### src/pkg/rms_map.vh
`ifndef RMS_MAP_VH
`define RMS_MAP_VH

// Coprocessor-0 register number of the setup word
`define RMS_SETUP_REG_NUM 5'd3

// Setup word field positions
`define RMS_FREEZE_BIT 31
`define RMS_TURN_BIT 30
`define RMS_QUAD_BIT 29
`define RMS_FPSEL_HI 28
`define RMS_FPSEL_LO 26
`define RMS_HALT_BIT 25
`define RMS_RF_BIT 24
`define RMS_SPLIT_BIT 23

// Reset values of the fixed fields
`define RMS_FPSEL_RESET 3'h3
`define RMS_FREEZE_RESET 1'b0
`define RMS_SPLIT_RESET 1'b0
`define RMS_HALT_RESET 1'b0
`define RMS_RF_RESET 1'b0

// Mode vector pin positions
`define RMS_MODE_DMA 5
`define RMS_MODE_SINGLE 4
`define RMS_MODE_HALFBUS 3
`define RMS_MODE_REFILL 2
`define RMS_MODE_TRISTATE 1
`define RMS_MODE_BIGEND 0

// Clock ratios, in cycles of core_clk
`define RMS_DIV_SINGLE 5'd1
`define RMS_DIV_DOUBLE 5'd2
`define RMS_DIV_REDUCED 5'd16

// Bus turnaround gaps, in cycles of core_clk
`define RMS_TURN_NORMAL 3'd1
`define RMS_TURN_EXTENDED 3'd3

`endif

### src/logic/rms_mode_capture.v
`timescale 1ns/1ps
`include "rms_map.vh"

module rms_mode_capture (
    input wire core_clk, // Clock
    input wire rst, // Synchronous reset, active high
    input wire ce, // Clock enable
    input wire [5:3] irq_line, // Interrupt pins 5..3, low selects mode
    input wire [2:0] sampled_irq_line, // Interrupt pins 2..0, low selects mode
    output reg coherent_dma_select, // Coherent DMA invalidation enabled
    output reg single_rate_clock_select, // Input clock at execution rate
    output reg half_bus_select, // Bus at half core rate
    output reg dcache_block_refill_select, // Reset-time quad refill
    output reg tristate_test_select, // Tri-state test mode
    output reg byte_order_high_first // Big-endian ordering
);

    // Levels are followed for the whole reset and frozen at release
    always @(posedge core_clk)
    begin
        if (ce && rst)
        begin
            coherent_dma_select <= ~irq_line[`RMS_MODE_DMA];
            single_rate_clock_select <= ~irq_line[`RMS_MODE_SINGLE];
            half_bus_select <= ~irq_line[`RMS_MODE_HALFBUS];
            dcache_block_refill_select <= ~sampled_irq_line[`RMS_MODE_REFILL];
            tristate_test_select <= ~sampled_irq_line[`RMS_MODE_TRISTATE];
            byte_order_high_first <= ~sampled_irq_line[`RMS_MODE_BIGEND];
        end
    end

endmodule // rms_mode_capture

### src/logic/rms_clock_divider.v
`timescale 1ns/1ps
`include "rms_map.vh"

module rms_clock_divider (
    input wire core_clk, // Clock
    input wire rst, // Synchronous reset, active high
    input wire ce, // Clock enable
    input wire single_rate, // Input clock at execution rate
    input wire half_bus, // Bus at half core rate
    input wire reduced, // Divide execution by 16
    output reg core_tick, // One-cycle execution enable
    output reg bus_tick, // One-cycle bus enable
    output reg sys_clk_out // Output clock, toggles per bus tick
);

    reg [4:0] div_cnt_reg;
    reg bus_phase_reg;
    wire [4:0] base_div;
    wire [8:0] full_div;

    assign base_div = single_rate ? `RMS_DIV_SINGLE : `RMS_DIV_DOUBLE;
    // Longest ratio is 32, so the count still fits 5 bits
    assign full_div = reduced ? {4'h0, base_div} * {4'h0, `RMS_DIV_REDUCED} : {4'h0, base_div};

    always @(posedge core_clk)
    begin
        if (rst && ce)
        begin
            div_cnt_reg <= 5'h00;
            bus_phase_reg <= 1'b0;
            core_tick <= 1'b0;
            bus_tick <= 1'b0;
            sys_clk_out <= 1'b0;
        end
        else if (ce)
        begin
            if ({4'h0, div_cnt_reg} + 9'd1 >= full_div)
            begin
                div_cnt_reg <= 5'h00;
                core_tick <= 1'b1;
                bus_phase_reg <= half_bus ? ~bus_phase_reg : 1'b0;
                bus_tick <= ~half_bus | bus_phase_reg;
                if (~half_bus | bus_phase_reg)
                begin
                    sys_clk_out <= ~sys_clk_out;
                end
            end
            else
            begin
                div_cnt_reg <= div_cnt_reg + 5'h01;
                core_tick <= 1'b0;
                bus_tick <= 1'b0;
            end
        end
    end

endmodule // rms_clock_divider

### src/logic/rms_setup_top.v
`timescale 1ns/1ps
`include "rms_map.vh"

module rms_setup_top (
    input wire core_clk, // Clock, 125 MHz
    input wire rst, // Synchronous reset, active high
    input wire ce, // Clock enable, low freezes state
    input wire [5:0] irq_line, // External interrupt pins, active low
    input wire fpu_irq, // Float unit interrupt request, active high
    input wire cop_wr_en, // Coprocessor store strobe
    input wire cop_rd_en, // Coprocessor load strobe
    input wire [4:0] cop_reg_num, // Coprocessor-0 register number
    input wire [31:0] cop_wr_data, // Store data
    input wire bus_read_done, // Memory finished driving read data
    input wire bus_write_req, // Processor wants to drive a write
    output reg [31:0] cop_rd_data, // Load data
    output reg cop_rd_valid, // Load data valid pulse
    output wire [5:0] core_irq, // Interrupts seen by core, active high
    output wire core_stall, // Halt stall to core
    output wire bus_write_ok, // Processor may drive the bus
    output wire dcache_quad_refill, // Data refill of 4 words
    output wire cache_split_even, // 8kB/8kB cache split
    output wire coherent_dma_select, // Reset mode: coherent DMA
    output wire byte_order_high_first, // Reset mode: big-endian
    output wire tristate_test_select, // Reset mode: tri-state test
    output wire core_tick, // Execution enable
    output wire bus_tick, // Bus interface enable
    output wire sys_clk_out // Output clock
);

    // Turnaround states, one-hot
    localparam ST_IDLE = 3'b001;
    localparam ST_GAP = 3'b010;
    localparam ST_OPEN = 3'b100;

    reg write_freeze_bit_reg;
    reg extended_turnaround_bit_reg;
    reg quad_refill_bit_reg;
    reg [2:0] fpu_irq_select_reg;
    reg stall_until_event_bit_reg;
    reg reduced_frequency_bit_reg;
    reg split_cache_bit_reg;
    reg [2:0] turn_state_reg;
    reg [2:0] turn_state_next;
    reg [2:0] gap_cnt_reg;
    reg [2:0] gap_cnt_next;
    wire single_rate_clock_select;
    wire half_bus_select;
    wire dcache_block_refill_select;
    wire setup_hit_wr;
    wire setup_hit_rd;
    wire any_irq;
    wire [2:0] gap_len;
    wire [5:0] fpu_mask;
    wire [31:0] setup_word;

    // Next values of the setup word fields
    reg write_freeze_bit_next;
    reg extended_turnaround_bit_next;
    reg quad_refill_bit_next;
    reg [2:0] fpu_irq_select_next;
    reg stall_until_event_bit_next;
    reg reduced_frequency_bit_next;
    reg split_cache_bit_next;

    function setup_hit;
        input strobe;
        input [4:0] num;
        begin
            setup_hit = strobe & (num == `RMS_SETUP_REG_NUM);
        end
    endfunction

    // Binary input number; weight 2**n in the interrupt field
    function [5:0] route_mask;
        input [2:0] sel;
        begin
            route_mask = (sel < 3'h6) ? (6'h01 << sel) : 6'h00;
        end
    endfunction

    function [31:0] pack_word;
        input lock;
        input turn;
        input quad;
        input [2:0] fpsel;
        input halt;
        input rf;
        input split;
        begin
            pack_word = 32'h0000_0000;
            pack_word[`RMS_FREEZE_BIT] = lock;
            pack_word[`RMS_TURN_BIT] = turn;
            pack_word[`RMS_QUAD_BIT] = quad;
            pack_word[`RMS_FPSEL_HI:`RMS_FPSEL_LO] = fpsel;
            pack_word[`RMS_HALT_BIT] = halt;
            pack_word[`RMS_RF_BIT] = rf;
            pack_word[`RMS_SPLIT_BIT] = split;
        end
    endfunction

    // Low pin levels during reset select the modes
    rms_mode_capture u_capture (
        .core_clk(core_clk),
        .rst(rst),
        .ce(ce),
        .irq_line(irq_line[5:3]),
        .sampled_irq_line(irq_line[2:0]),
        .coherent_dma_select(coherent_dma_select),
        .single_rate_clock_select(single_rate_clock_select),
        .half_bus_select(half_bus_select),
        .dcache_block_refill_select(dcache_block_refill_select),
        .tristate_test_select(tristate_test_select),
        .byte_order_high_first(byte_order_high_first)
    );

    // Reduced frequency slows execution and output clock alike
    rms_clock_divider u_divider (
        .core_clk(core_clk),
        .rst(rst),
        .ce(ce),
        .single_rate(single_rate_clock_select),
        .half_bus(half_bus_select),
        .reduced(reduced_frequency_bit_reg),
        .core_tick(core_tick),
        .bus_tick(bus_tick),
        .sys_clk_out(sys_clk_out)
    );

    assign setup_hit_wr = setup_hit(cop_wr_en, cop_reg_num);
    assign setup_hit_rd = setup_hit(cop_rd_en, cop_reg_num);

    // Assigned pin is masked and replaced by the float unit request
    assign fpu_mask = route_mask(fpu_irq_select_reg);
    assign core_irq = (~irq_line & ~fpu_mask)
        | (fpu_mask & {6{fpu_irq}});
    assign any_irq = |core_irq;
    assign core_stall = stall_until_event_bit_reg & ~any_irq;
    assign dcache_quad_refill = quad_refill_bit_reg;
    assign cache_split_even = split_cache_bit_reg;

    // Next setup word: software stores, hardware clears the halt bit
    always @*
    begin
        write_freeze_bit_next = write_freeze_bit_reg;
        extended_turnaround_bit_next = extended_turnaround_bit_reg;
        quad_refill_bit_next = quad_refill_bit_reg;
        fpu_irq_select_next = fpu_irq_select_reg;
        stall_until_event_bit_next = stall_until_event_bit_reg;
        reduced_frequency_bit_next = reduced_frequency_bit_reg;
        split_cache_bit_next = split_cache_bit_reg;
        if (setup_hit_wr && !write_freeze_bit_reg)
        begin
            write_freeze_bit_next = cop_wr_data[`RMS_FREEZE_BIT];
            extended_turnaround_bit_next = cop_wr_data[`RMS_TURN_BIT];
            quad_refill_bit_next = cop_wr_data[`RMS_QUAD_BIT];
            fpu_irq_select_next = cop_wr_data[`RMS_FPSEL_HI:`RMS_FPSEL_LO];
            reduced_frequency_bit_next = cop_wr_data[`RMS_RF_BIT];
            split_cache_bit_next = cop_wr_data[`RMS_SPLIT_BIT];
            // A pending interrupt wins over a store that sets halt
            stall_until_event_bit_next = cop_wr_data[`RMS_HALT_BIT] & ~any_irq;
        end
        else if (any_irq)
        begin
            stall_until_event_bit_next = 1'b0;
        end
    end

    // Reset waits for the clock enable like every other flip-flop
    always @(posedge core_clk)
    begin
        if (rst && ce)
        begin
            write_freeze_bit_reg <= `RMS_FREEZE_RESET;
            fpu_irq_select_reg <= `RMS_FPSEL_RESET;
            split_cache_bit_reg <= `RMS_SPLIT_RESET;
            stall_until_event_bit_reg <= `RMS_HALT_RESET;
            reduced_frequency_bit_reg <= `RMS_RF_RESET;
            quad_refill_bit_reg <= ~irq_line[`RMS_MODE_REFILL];
            extended_turnaround_bit_reg <= ~irq_line[`RMS_MODE_HALFBUS];
        end
        else if (ce)
        begin
            write_freeze_bit_reg <= write_freeze_bit_next;
            extended_turnaround_bit_reg <= extended_turnaround_bit_next;
            quad_refill_bit_reg <= quad_refill_bit_next;
            fpu_irq_select_reg <= fpu_irq_select_next;
            stall_until_event_bit_reg <= stall_until_event_bit_next;
            reduced_frequency_bit_reg <= reduced_frequency_bit_next;
            split_cache_bit_reg <= split_cache_bit_next;
        end
    end

    // Word image with reserved bits forced to zero
    assign setup_word = pack_word(write_freeze_bit_reg, extended_turnaround_bit_reg,
        quad_refill_bit_reg, fpu_irq_select_reg, stall_until_event_bit_reg,
        reduced_frequency_bit_reg, split_cache_bit_reg);

    // Loads answer one cycle later; other registers read as zero
    always @(posedge core_clk)
    begin
        if (rst && ce)
        begin
            cop_rd_data <= 32'h0000_0000;
            cop_rd_valid <= 1'b0;
        end
        else if (ce)
        begin
            cop_rd_valid <= cop_rd_en;
            if (setup_hit_rd)
            begin
                cop_rd_data <= setup_word;
            end
            else if (cop_rd_en)
            begin
                cop_rd_data <= 32'h0000_0000;
            end
        end
    end

    // Gap between memory releasing read data and a processor write
    assign gap_len = extended_turnaround_bit_reg ? `RMS_TURN_EXTENDED : `RMS_TURN_NORMAL;
    assign bus_write_ok = turn_state_reg != ST_GAP;

    always @*
    begin
        turn_state_next = turn_state_reg;
        gap_cnt_next = gap_cnt_reg;
        case (turn_state_reg)
            ST_IDLE:
            begin
                if (bus_read_done)
                begin
                    turn_state_next = ST_GAP;
                    gap_cnt_next = gap_len;
                end
            end
            ST_GAP:
            begin
                if (gap_cnt_reg <= 3'h1)
                begin
                    turn_state_next = ST_OPEN;
                    gap_cnt_next = 3'h0;
                end
                else
                begin
                    gap_cnt_next = gap_cnt_reg - 3'h1;
                end
            end
            ST_OPEN:
            begin
                if (bus_read_done)
                begin
                    turn_state_next = ST_GAP;
                    gap_cnt_next = gap_len;
                end
                else if (!bus_write_req)
                begin
                    turn_state_next = ST_IDLE;
                end
            end
            default:
            begin
                turn_state_next = ST_IDLE;
                gap_cnt_next = 3'h0;
            end
        endcase
    end

    always @(posedge core_clk)
    begin
        if (rst && ce)
        begin
            turn_state_reg <= ST_IDLE;
            gap_cnt_reg <= 3'h0;
        end
        else if (ce)
        begin
            turn_state_reg <= turn_state_next;
            gap_cnt_reg <= gap_cnt_next;
        end
    end

endmodule // rms_setup_top

### config.mk
export PLATFORM = sky130hd
export DESIGN_NAME = rms_setup_top
export DESIGN_NICKNAME = d
export VERILOG_FILES = /design/src/logic/rms_mode_capture.v /design/src/logic/rms_clock_divider.v /design/src/logic/rms_setup_top.v
export VERILOG_INCLUDE_DIRS = /design/src /design/src/pkg
export SDC_FILE = /design/constraint.sdc
export NUM_CORES = 1
export LEC_CHECK = 0
export BUFFER_PORTS_ARGS = -buffer_cell sky130_fd_sc_hd__clkbuf_2
export CAP_MARGIN = 20
export CORE_UTILIZATION = 42
export CTS_CLUSTER_SIZE = 8
export DETAILED_ROUTE_END_ITERATION = 8
export PLACE_DENSITY = 0.76
export SETUP_SLACK_MARGIN = 0.15
export SLEW_MARGIN = 20
export SYNTH_ARGS = -nofsm -noshare
export SYNTH_HDL_FRONTEND = slang
export SYNTH_SLANG_ARGS = --single-unit
### constraint.sdc
create_clock -name core_clk -period 2.4 [get_ports core_clk]
set_clock_uncertainty 0.2 [all_clocks]
set_input_delay 0.36 -clock core_clk [delete_from_list [all_inputs] [get_ports core_clk]]
set_output_delay 0.36 -clock core_clk [all_outputs]
set_load 0.02 [all_outputs]
==> flow_summary.rst <==
.. list-table::
   :header-rows: 1

   * - Metric
     - Value
   * - Status
     - finished, final reports clean
   * - Power consumption
     - 2053 µW
   * - Max_cap viols
     - 0
   * - Share of synthesized area occupied by flip-flops and latches
     - 39.01%
   * - First-pass GRT wire length
     - 7617 µm
   * - Net switching fraction of the power
     - 35.96%
   * - Number of antenna cells inserted
     - 0
   * - Clock Power Share
     - 22.8%
   * - Most common cell in the netlist
     - sky130_fd_sc_hd__dfxtp_1
   * - Number of different library cells in the post-synthesis netlist
     - 52
   * - Seq cells post-synth
     - 39
   * - Synthesized netlist cell count
     - 257
   * - Initial drt markers
     - 70
   * - Kind of end point of the critical path
     - output pin
   * - I/O pin count
     - 100
   * - Die ar.
     - 5485 µm²
   * - Ys async rst share
     - 0%
   * - Top FF cell, synth
     - sky130_fd_sc_hd__dfxtp_1
   * - PD cells
     - 743.5 nW/µm²
   * - Setup tns final
     - 0 ns
   * - Number of synthesized flops with an enable pin
     - 7
   * - Clock input transition at the sequential cells of the worst setup and hold paths
     - 0.09 ns
   * - Min Hold Slack
     - 0.08647 ns
   * - Hold/Removal Path Class
     - input pin to register
   * - Fin crit share
     - 91.53%
   * - Number of global-route vias before repair
     - 1726
   * - Buffers added on ports
     - 53
   * - Number of optimization iterations in the first detailed-route pass
     - 4
   * - Final number of max-transition violations
     - 0
   * - Clk Latency, worst-skew pair
     - 0.30 ns
   * - Worst Path Max Fanout
     - 7
   * - WP data arrival
     - 1.64 ns
   * - Final Hold Violating Endpoints
     - 0
   * - Root buffer selected by CTS
     - sky130_fd_sc_hd__clkbuf_8
   * - Place WS
     - 0.05581 ns
   * - Level count of the clock H-tree
     - 2
   * - Power Internal
     - 1315 µW
   * - Vertical extent of the die
     - 74.06 µm
   * - Share of the core filled with cells
     - 56.95%
   * - Routed wire per std cell
     - 12.23 µm
   * - Floorplan Core Area
     - 4848 µm²
   * - Die Wd
     - 74.06 µm
   * - Number of buffers between clock root and the deepest sink
     - 2
   * - Area contributors post-synth
     - sky130_fd_sc_hd__dfxtp_1, sky130_fd_sc_hd__edfxtp_1, sky130_fd_sc_hd__buf_4
   * - Fraction of layout instances using a drive strength above 1
     - 31.58%
   * - Maximum number of pins on one net before global-route repair
     - 19
   * - Area Growth Syn to Fin
     - 26.62%
   * - Unrepaired setup endpoints after global routing
     - yes
   * - Warnings, synthesis
     - 0
   * - Post-Syn Area
     - 2181 µm²
   * - DR DRC count
     - 0
   * - Fmax
     - 0.4552 GHz
   * - Cell accounting for the most synthesized area
     - sky130_fd_sc_hd__dfxtp_1
   * - Residual overflow from global routing
     - 0
   * - Required time of the worst setup path
     - 1.84 ns
   * - List of most frequent post-synthesis cells
     - sky130_fd_sc_hd__dfxtp_1, sky130_fd_sc_hd__nand2_1, sky130_fd_sc_hd__buf_4, sky130_fd_sc_hd__nor2_1, sky130_fd_sc_hd__inv_1
   * - Cell leakage power
     - 0.001222 µW
   * - Net Switching
     - 738.3 µW
   * - Top-area cell type share of the netlist area
     - 29.37%
   * - Clock sink total
     - 39
   * - Initial antenna violation count
     - 0
   * - Worst vdd rail ir drop
     - 0.0003777 V
   * - Combinational group share of total power
     - 36.3%
   * - Effective utilization at floorplan
     - 44.98%
   * - Quantity of hold-fixing buffers added after cts
     - 0
   * - Number of rows in the core area
     - 25
   * - Final worst setup slack
     - 0.2033 ns
   * - Total length of routed wires
     - 4769 µm
   * - Number of flip-flops under the largest register name
     - 9
   * - TritonCTS buffer count
     - 5
   * - Routed Antenna Nets
     - 0
   * - Ratio of routed vias to standard cells
     - 4.885
   * - Final net count
     - 380
   * - CP Launch Type
     - register
   * - Worst setup path class
     - register to output pin
   * - DPL Wire Length
     - 3402 µm
   * - All-layer global routing usage
     - 18.43%
   * - Part of the total power dissipated in sequential elements
     - 40.9%
   * - CTS tree
     - yes
   * - Min Clock Period, post-route
     - 2.197 ns
   * - Syn_area_per_cell
     - 8.486 µm²
   * - Number of failing setup endpoints in the final timing report
     - 0
   * - Final GP Congestion
     - 0.7561
   * - Detailed-route via count
     - 1905
layout make-up:
class / instances / area (µm²)
Fill cell: 463 / 2087
Clock buffer: 5 / 68.82
Tap cell: 67 / 83.83
Multi-Input combinational cell: 190 / 1277
Timing Repair Buffer: 67 / 376.6
Clock inverter: 3 / 22.52
Sequential cell: 39 / 860.8
Inverter: 19 / 71.32
power groups by stage:
stage	registers (µW)	logic [µW]	clock network (µW)
after global placement	851	637	0
after detailed placement	854	654	0
after floorplan	881	464	0
final	840	745	468
after CTS	840	701	480
after global routing	856	817	510
path summary, 6_finish.rpt:
path	end	slack, ns	cells past startpoint	start
worst min register to register	cop_rd_data[24]	0.26	2	cop_rd_data[24]
worst max-delay path	core_stall	0.20	5	fpu_irq_select_reg[1]
worst min-delay path	fpu_irq_select_reg[2]	0.09	3	cop_wr_data[28]
worst max register to register	u_divider.div_cnt_reg[0]	0.22	9	u_divider.div_cnt_reg[1]
per-stage QoR:
stage          instances  cell area, µm²
2_1_floorplan        279            2295
3_3_place_gp         375            2491
3_5_place_dp         375            2491
4_1_cts              389            2678
5_1_grt              390            2761
6_report             390            2761
layout by cell type, fill, tap and decap left out, drive strengths merged, types with 3 or more instances in the layout:
master / count
a211oi: 3
a21oi: 16
a31oi: 3
a32o: 3
buf: 15
clkbuf: 57
conb: 23
dfxtp: 32
edfxtp: 7
ha: 7
inv: 20
mux2i: 10
nand2: 25
nand2b: 8
nand3: 12
nor2: 23
nor3: 6
o21ai: 12
o22ai: 3
worst max-delay path, cell delays in order, from the launching register on:
cell	delay [ns]
sky130_fd_sc_hd__dfxtp_4	0.37
sky130_fd_sc_hd__or3_4	0.40
sky130_fd_sc_hd__o32ai_4	0.14
sky130_fd_sc_hd__o221ai_2	0.14
sky130_fd_sc_hd__nor2_1	0.14
sky130_fd_sc_hd__buf_4	0.16
kinds of logic after synthesis:
group / after synthesis / share of synthesized area (%)
compound gates: 56 / 17.16
xor+xnor: 3 / 1.205
fa+ha+maj: 7 / 4.016
buf+inv: 50 / 12.68
flops: 39 / 39.01
mux: 11 / 5.106
other cells: 1 / 0.1720
simple gates: 90 / 20.65
per-layer routing:
| layer | routed length [µm] | up-vias | part of all wire [%] | GRT usage (%) |
|---|---|---|---|---|
| li1 | - | 973 | - | - |
| met1 | 2137 | 859 | 45 | 23.09 |
| met2 | 2270 | 68 | 48 | 29.60 |
| met3 | 304 | 5 | 6.4 | 5.827 |
| met4 | 56 | 0 | 1.2 | 7.051 |
| met5 | 0 | - | 0 | 0 |
timing repair:
| action | 4_1_cts | 5_1_grt |
|---|---|---|
| buffers inserted | 6 | 1 |
| gates resized for setup | 11 | 13 |
| gates cloned | 0 | 0 |
| pin swaps | 6 | 7 |
| endpoints found under the setup margin | 2 | 10 |
Note: power is estimated with default switching activity, not from simulation.
